==> src/verilog/plrt_defs.vh <==
// constants shared by the power-loss ride-through block
`ifndef PLRT_DEFS_VH
`define PLRT_DEFS_VH
`define PLRT_MODE_W 3
`define PLRT_MODE_COAST_IN 3'h3
`define PLRT_MODE_DECEL_IN 3'h4
`define PLRT_VBUS_W 12
`define PLRT_TIME_W 16
`define PLRT_CLK_HZ 10000000
`define PLRT_TICK_MS 1
`define PLRT_TICK_CYC (`PLRT_CLK_HZ / 1000 * `PLRT_TICK_MS)
`endif

==> src/verilog/plrt_core.v <==
// power-loss supervision for external-signal coast and decel modes
// How it works
// coast mode: loss input low or relay-open trips
// coast mode loss while running gates inverter
// decel mode: loss input low or relay-open trips
// decel mode loss while running starts ride-through
// ride-through ends coasting on zero, open, permit
// loss sets alarm bit, starts loss timer
// general alarm only when alarm enable set
// loss fault when timer exceeds limit, enabled
// undervoltage fault below minimum when enabled
// relay opens below open, closes above close
// coast mode recovers on input active, relay closed
// decel recovery in ride-through clears alarm, accelerates
// decel recovery after ride-through clears alarm
// coasting permitted drive requests reconnect then accelerate
// run permit from no fault and inputs
// mode code 3 coast, code 4 decel
// loss timer clears when loss ends
`include "plrt_defs.vh"
module plrt_core (
	// clock and reset
	input wire clk,
	input wire rst,
	// configuration
	input wire [`PLRT_MODE_W-1:0] mode,
	input wire alarm_cfg_loss,
	input wire fault_cfg_loss,
	input wire fault_cfg_uv,
	input wire [`PLRT_TIME_W-1:0] loss_time_ms,
	input wire two_wire,
	// bus voltage and thresholds
	input wire [`PLRT_VBUS_W-1:0] vbus,
	input wire [`PLRT_VBUS_W-1:0] v_open,
	input wire [`PLRT_VBUS_W-1:0] v_close,
	input wire [`PLRT_VBUS_W-1:0] v_min,
	input wire [`PLRT_VBUS_W-1:0] v_mem,
	// drive state and pins
	input wire loss_in,
	input wire enable_in,
	input wire not_stop_in,
	input wire run_in,
	input wire running,
	input wire freq_zero,
	input wire fault_clear,
	// outputs
	output reg inverter_off,
	output reg ride_through,
	output reg [`PLRT_VBUS_W-1:0] decel_target,
	output reg relay_closed,
	output reg loss_alarm,
	output reg general_alarm,
	output reg [`PLRT_TIME_W-1:0] loss_timer,
	output reg loss_fault,
	output reg uv_fault,
	output reg reconnect_req,
	output reg accel_req
);

////////////////////////////////////////////////////////////////
reg [2:0] pin_sync;
reg [23:0] tick_cnt;
reg loss_active;

// unsigned level compare, shared by every threshold test
function below_lvl;
	input [`PLRT_VBUS_W-1:0] lvl;
	input [`PLRT_VBUS_W-1:0] lim;
	begin
		below_lvl = (lvl < lim);
	end
endfunction

wire pin_ok = pin_sync[2];
wire coast_mode = (mode == `PLRT_MODE_COAST_IN);
wire decel_mode = (mode == `PLRT_MODE_DECEL_IN);
// any other mode code blocks trips and the undervoltage fault; the relay hysteresis still runs
wire mode_live = coast_mode || decel_mode;
// thresholds come from logic on this clock, so no synchroniser is needed
wire below_open = below_lvl(vbus, v_open);
wire below_min = below_lvl(vbus, v_min);
wire above_close = below_lvl(v_close, vbus);
wire no_fault = !loss_fault && !uv_fault;
wire inputs_ok = enable_in && not_stop_in;
wire run_ok = !two_wire || run_in;
wire permit = no_fault && inputs_ok && run_ok;
wire trip = mode_live && (!pin_ok || below_open);
wire recover = pin_ok && relay_closed;
wire tick = (tick_cnt == `PLRT_TICK_CYC - 1);

// the loss pin is asynchronous; pin_sync[0] feeds only pin_sync[1]
// the extra third stage costs one cycle but filters a marginal settle
always @(posedge clk) begin
	if (rst) begin
		pin_sync <= 3'h0;
	end else begin
		pin_sync <= {pin_sync[1], pin_sync[0], loss_in};
	end
end

////////////////////////////////////////////////////////////////
// millisecond tick for the loss timer
always @(posedge clk) begin
	if (rst || tick) begin
		tick_cnt <= 24'h0;
	end else begin
		tick_cnt <= tick_cnt + 24'h1;
	end
end

////////////////////////////////////////////////////////////////
// relay hysteresis
always @(posedge clk) begin
	if (rst) begin
		relay_closed <= 1'b0;
	end else if (below_open) begin
		relay_closed <= 1'b0;
	end else if (above_close) begin
		relay_closed <= 1'b1;
	end
end

////////////////////////////////////////////////////////////////
// loss timer: whole milliseconds of the current loss, held at full scale
// the tick runs free, so the first counted millisecond may be short
always @(posedge clk) begin
	if (rst) begin
		loss_timer <= 16'h0000;
	end else if (!loss_active) begin
		loss_timer <= 16'h0000;
	end else if (tick && loss_timer != 16'hffff) begin
		loss_timer <= loss_timer + 16'h0001;
	end
end

////////////////////////////////////////////////////////////////
// ride-through regulation target, frozen at the moment of loss
// freezing it keeps the target steady while the bus sags
always @(posedge clk) begin
	if (rst) begin
		decel_target <= 12'h000;
	end else if (!loss_active && trip) begin
		decel_target <= v_mem;
	end
end

////////////////////////////////////////////////////////////////
// loss state, inverter gating and recovery requests
always @(posedge clk) begin
	if (rst) begin
		loss_active <= 1'b0;
		inverter_off <= 1'b0;
		ride_through <= 1'b0;
		loss_alarm <= 1'b0;
		general_alarm <= 1'b0;
		reconnect_req <= 1'b0;
		accel_req <= 1'b0;
	end else begin
		// request pulses last one cycle unless set below
		reconnect_req <= 1'b0;
		accel_req <= 1'b0;
		if (!loss_active) begin
			// a new loss is only taken while no loss is active
			if (trip) begin
				loss_active <= 1'b1;
				loss_alarm <= 1'b1;
				general_alarm <= alarm_cfg_loss;
				if (running && coast_mode) begin
					inverter_off <= 1'b1;
				end
				if (running && decel_mode) begin
					ride_through <= 1'b1;
				end
			end else if (inverter_off && permit) begin
				// reconnect first, then ramp; the pulse pair spans two cycles
				inverter_off <= 1'b0;
				reconnect_req <= 1'b1;
			end
			if (reconnect_req) begin
				accel_req <= 1'b1;
			end
		end else begin
			// ride-through gives up and coasts; recovery below may still clear it
			if (ride_through && (freq_zero || below_open || !permit)) begin
				ride_through <= 1'b0;
				inverter_off <= 1'b1;
			end
			if (recover) begin
				loss_active <= 1'b0;
				loss_alarm <= 1'b0;
				general_alarm <= 1'b0;
				if (ride_through) begin
					ride_through <= 1'b0;
					accel_req <= 1'b1;
				end
			end
		end
	end
end

////////////////////////////////////////////////////////////////
// faults latch until cleared; a new cause wins over the clear
always @(posedge clk) begin
	if (rst) begin
		loss_fault <= 1'b0;
		uv_fault <= 1'b0;
	end else begin
		// set has priority so a standing cause cannot be cleared away
		if (loss_active && fault_cfg_loss && loss_timer > loss_time_ms) begin
			loss_fault <= 1'b1;
		end else if (fault_clear) begin
			loss_fault <= 1'b0;
		end
		if (mode_live && fault_cfg_uv && below_min) begin
			uv_fault <= 1'b1;
		end else if (fault_clear) begin
			uv_fault <= 1'b0;
		end
	end
end

endmodule // plrt_core

==> config.mk <==
export PLATFORM = sky130hd
export DESIGN_NAME = plrt_core
export DESIGN_NICKNAME = d
export VERILOG_FILES = /design/src/verilog/plrt_core.v
export VERILOG_INCLUDE_DIRS = /design/src /design/src/verilog
export SDC_FILE = /design/constraint.sdc
export NUM_CORES = 1
export LEC_CHECK = 0
export ABC_AREA = 0
export BUFFER_PORTS_ARGS = -buffer_cell sky130_fd_sc_hd__clkbuf_2
export CAP_MARGIN = 20
export CELL_PAD_IN_SITES_DETAIL_PLACEMENT = 1
export CELL_PAD_IN_SITES_GLOBAL_PLACEMENT = 2
export CORE_MARGIN = 10
export CORE_UTILIZATION = 29
export DETAILED_ROUTE_END_ITERATION = 10
export PLACE_DENSITY = 0.9
export SLEW_MARGIN = 20
export SYNTH_ARGS = -nofsm -noshare
export SYNTH_HDL_FRONTEND = slang
export SYNTH_SLANG_ARGS = --single-unit
==> constraint.sdc <==
create_clock -name clk -period 2.8 [get_ports clk]
set_input_delay 0.28 -clock clk [delete_from_list [all_inputs] [get_ports clk]]
set_output_delay 0.28 -clock clk [all_outputs]
set_load 0.01 [all_outputs]
Word-level counts from Yosys, hierarchy flattened
Index checks and enable logic that the tools add are counted.
{ "op_classes": {"addsub": 2, "div_mod_pow": 0, "order_cmp": 4, "n_bitwise": 1, "reduce_logical": 39, "eq_ne": 7, "muxes": 27, "shifts": 0, "mul": 0} }
{ "ops": {"columns": ["op", "count"], "rows": [
  ["$lt A12 B12 Y1", 3],
  ["$mux W1", 27],
  ["$add A24 B1 Y24 const B", 1],
  ["$eq A24 B14 Y1 const B", 1],
  ["$add A16 B1 Y16 const B", 1],
  ["$gt A16 B16 Y1", 1],
  ["$logic_and A1 B1 Y1", 16],
  ["$ne A16 B16 Y1 const B", 1],
  ["$reduce_bool A2 Y1", 4],
  ["$logic_not A1 Y1", 6],
  ["$logic_or A1 B1 Y1", 6],
  ["$ne A2 B1 Y1 const B", 2],
  ["$reduce_and A2 Y1", 2],
  ["$reduce_or A2 Y1", 2],
  ["$eq A3 B2 Y1 const B", 1],
  ["$eq A3 B3 Y1 const B", 1],
  ["$ne A3 B2 Y1 const B", 1],
  ["$reduce_and A3 Y1", 1],
  ["$reduce_bool A3 Y1", 1],
  ["$reduce_or A3 Y1", 1],
  ["$not A1 Y1", 1]
]} }
{ "totals": {"n_memories": 0, "regBits": 65, "latch_bits": 0, "rom_bits": 0, "out_inout_bits": 37, "ramBits": 0, "input_bits": 92, "word_cells": 94} }

Logic depth before layout (Yosys ltp)
{ "logic_depth": {"word_depth": 11, "ltp_mapped": 10, "ltp_nobuf": 9} }

Worst setup path after synthesis
Ideal clock, no wire load.
{ "synth_timing": {"path_kind": "input to register", "startpoint": "input v_open[2]", "endpoint": "register decel_target[10]", "setup_ps": 128, "n_path_buf": 1, "path_stages": 10, "t_required_ps": 2672, "path_slack_ps": 427, "t_arrival_ps": 2246, "cell_sequence": "inv_1 ha_1 a211oi_1 o21ai_0 a211oi_1 o21ai_1 a211oi_2 buf_4 mux2i_1 nor2_1"} }
{ "synth_between": {"elab_chain_len": 4} }
{ "synth_rtl": {"columns": ["item", "line_no", "source"], "rows": [
  ["from (decl)", "plrt_core.v:34", "input wire [`PLRT_VBUS_W-1:0] v_open,"],
  ["$lt A12 B12 Y1", "plrt_core.v:70", "below_lvl = (lvl < lim);"],
  ["$logic_or A1 B1 Y1", "plrt_core.v:87", "wire trip = mode_live && (!pin_ok || below_open);"],
  ["$logic_and A1 B1 Y1", "plrt_core.v:87", null],
  ["$logic_and A1 B1 Y1", "plrt_core.v:142", "end else if (!loss_active && trip) begin"],
  ["to (signal assigned)", "plrt_core.v:143", "decel_target <= v_mem;"],
  ["to (decl)", "plrt_core.v:49", "output reg [`PLRT_VBUS_W-1:0] decel_target,"]
]} }
Every way passes these cells.
A chain may end at the register's enable or synchronous reset.

Final worst setup path
{ "layout_timing": {"startpoint": "register tick_cnt[17]", "endpoint": "register loss_timer[6]"} }
{ "layout_between": {"elab_chain_len": 2} }
{ "layout_rtl": {"columns": ["item", "line_no", "source"], "rows": [
  ["from (decl)", "plrt_core.v:62", "reg [23:0] tick_cnt;"],
  ["from (signal assigned)", "plrt_core.v:107", "tick_cnt <= tick_cnt + 24'h1;"],
  ["$eq A24 B14 Y1", "plrt_core.v:89", "wire tick = (tick_cnt == `PLRT_TICK_CYC - 1);"],
  ["$logic_and A1 B1 Y1", "plrt_core.v:131", "end else if (tick && loss_timer != 16'hffff) begin"],
  ["to (signal assigned)", "plrt_core.v:132", "loss_timer <= loss_timer + 16'h0001;"],
  ["to (decl)", "plrt_core.v:53", "output reg [`PLRT_TIME_W-1:0] loss_timer,"]
]} }
Every way passes these cells.

==> results.json <==
{
  "port_buffers": 128,
  "final_nets": 743,
  "required_ns": 2.99,
  "syn-num-nets": 614,
  "leakage_nw": 2.47,
  "r2r_cells": 7,
  "finalCriticalPeriod_ns": 2.41,
  "wire_per_inst_um": 15.6,
  "drt_iter0_drc": 108,
  "crit_top_cell": "or4_1",
  "yosysSeqAreaShare_pct": 33.1,
  "antenna_found_initial": 0,
  "final_cell_area_sq_mm": 0.00510,
  "fillers": 1623,
  "drt_pass1_iterations": 4,
  "grt_pass1_vias": 4016,
  "cts_hold_buf": 0,
  "startpoint_type": "register",
  "drive_gt1_share_pct": 24.8,
  "syn-instance-count": 471,
  "synth_ff_type": "dfxtp_1",
  "critPathSlowestCell": "or4_1",
  "final_core_util_pct": 38.5,
  "setup_violations": 0,
  "yosys_warnings": 0,
  "grt_max_degree": 28,
  "grt_pass1_wl_um": 19600,
  "routed_wl_um": 12200,
  "synth_common_cells": "nor2_1 (71), dfxtp_1 (65), inv_1 (54)",
  "drv_cap": 0,
  "worst-setup-path-type": "register to register",
  "dp_worst_setup_slack_ns": 0.144,
  "cp-end-kind": "register",
  "gr-total-overflow": 0,
  "hp-class": "primary input to register",
  "dp_cells": 765,
  "vias": 3773,
  "synthMostInstantiatedCell": "nor2_1",
  "rrSetupSlack_ns": 0.39,
  "status": "finished clean",
  "whs_path_depth": 3,
  "cts_buffers": 9,
  "gp_congestion": 0.841,
  "maxSlewHeadroom_pct": 58.1,
  "p_total_mw": 2.56,
  "ir_drop_mv": 0.221,
  "worst_hold_slack_ns": 0.175,
  "yosysUniqueCellTypes": 46,
  "syn_area_sq_mm": 0.00393,
  "fin_cells": 781,
  "ctsResizeCount": 0,
  "whs_endpoint": "general_alarm",
  "setup_ws_ns": 0.391,
  "fmax_mhz": 415,
  "synthTopCellsByArea": "dfxtp_1 (33%), ha_1 (16%), nor2_1 (6.8%), xor2_1 (5.4%), inv_1 (5.2%)",
  "fin_crit_sh_pct": 86.0,
  "cts_root_buf": "clkbuf_16",
  "rows": 42,
  "synth_seq_cells": 65,
  "postCtsSetupBuffers": 0,
  "crit_path_max_incr_delay_ns": 0.51,
  "areaGrowthSynthToFinish_pct": 29.9,
  "clk_latency_ns": 0.33,
  "rsz0062_at_grt": "no",
  "ant_nets": 0,
  "cts_sinks": 65,
  "synth_edf_count": 0,
  "worstPathCellList": "or4_1, or4_1, nor2_2, o21a_1, and3_1, xnor2_1, nor2_1",
  "die_width_um": 136,
  "finClkSkew_ns": 0.00732,
  "placed_area_sq_mm": 0.00476,
  "path_clk_slew_ns": 0.06,
  "async_reset_ff_share_pct": 0,
  "dieArea_sq_mm": 0.0186,
  "drc": 0,
  "hold_viol_final": 0,
  "crit_arrival_ns": 2.59,
  "clk_path_buf_depth": 2,
  "reg2reg_from": "tick_cnt[17]",
  "powerDensity_mw_per_mm2": 502,
  "synth_top_area_share_pct": 33.1,
  "synth_top_cell_by_area": "dfxtp_1",
  "via_per_inst": 4.83,
  "place_hpwl_um": 10200,
  "reg2reg_to": "loss_timer[6]",
  "cts_tree": "yes",
  "cp_max_fo": 9,
  "coreArea_sq_mm": 0.0132,
  "hold_start": "alarm_cfg_loss",
  "tightestPinTransition_ns": 0.628,
  "floorplan.io_pins": 129,
  "maxSlewViolCount": 0,
  "htree_levels": 3,
  "initial_core_util_pct": 29.7,
  "insertedDiodeCount": 0,
  "finalSetupTns_ns": 0,
  "postSynthAreaPerCell_sq_um": 8.34,
  "grt_usage_pct": 12.9,
  "die_h_um": 136
}
## critical path, delay by kind of cell (launching register included)
family,cells,cell delay (ns)
XOR/XNOR,1,0.12
flip-flops,1,0.36
AND/OR/NAND/NOR,5,1.42
AO/OA/AOI/OAI,1,0.37
## flip-flops by register name, summed over array words and instances, names as in the netlist, 3 cells and up
name          cells
pin_sync          3
tick_cnt         24
loss_timer       16
decel_target     12
## logic make-up (layout without fill, tap and decap cells)
group | count (synthesis) | count (layout) | share of synthesized area (%)
compound gates | 63 | 63 | 10.4
xor+xnor | 34 | 34 | 7.58
fa+ha+maj | 51 | 51 | 16.2
buf+inv | 66 | 200 | 6.66
flops | 65 | 65 | 33.1
mux | 13 | 13 | 3.31
simple gates | 179 | 179 | 22.7
## final cells by class
| class | count | area, sq um | area share (%) |
|---|---|---|---|
| well taps | 176 | 220 | 4.32 |
| flip-flops and latches | 65 | 1300 | 25.5 |
| multi-input cells | 340 | 2370 | 46.4 |
| clock buffers | 10 | 239 | 4.68 |
| inverters | 54 | 203 | 3.97 |
| repair buffers | 130 | 668 | 13.1 |
| clock inverters | 6 | 105 | 2.06 |
## where the power goes
group          switching [mW]  leakage (nW)  internal [mW]  total (mW)
logic                   0.157          1.77          0.147       0.304
registers              0.0189         0.527          0.948       0.967
clock network           0.404         0.172          0.888        1.29
## placed cells by master, fill, tap and decap left out, types with 6 or more instances in the layout
cell type,netlist,routed
nand3_1,16,16
nor2_1,71,71
clkbuf_16,0,9
a21o_1,8,8
a21oi_1,17,17
and4_1,6,6
dfxtp_1,65,65
xnor2_1,10,10
mux2i_1,13,13
xor2_1,24,24
clkbuf_2,0,128
nand2_1,23,23
o21ai_0,13,13
ha_1,51,51
a211oi_1,7,7
nand4_1,18,18
nor2b_1,10,10
inv_1,54,54
## how the worst max path moves through the flow
stage / end / startpoint / slack (ns)
after floorplan: decel_target[10] / v_open[2] / 0.43
after global placement: decel_target[4] / vbus[2] / 0.26
after detailed placement: decel_target[4] / vbus[2] / 0.14
after CTS: loss_timer[6] / tick_cnt[17] / 0.38
after global routing: loss_timer[6] / tick_cnt[17] / 0.23
final: loss_timer[6] / tick_cnt[17] / 0.39
## routing by layer
metal	part of all wire, %	vias to the layer above	GRT usage, %
li1	-	1876	-
met1	43	1810	14.8
met2	50	83	23.3
met3	6.3	4	3.43
met4	0.47	0	3.20
met5	0	-	0
(Power assumes the default switching activity.)
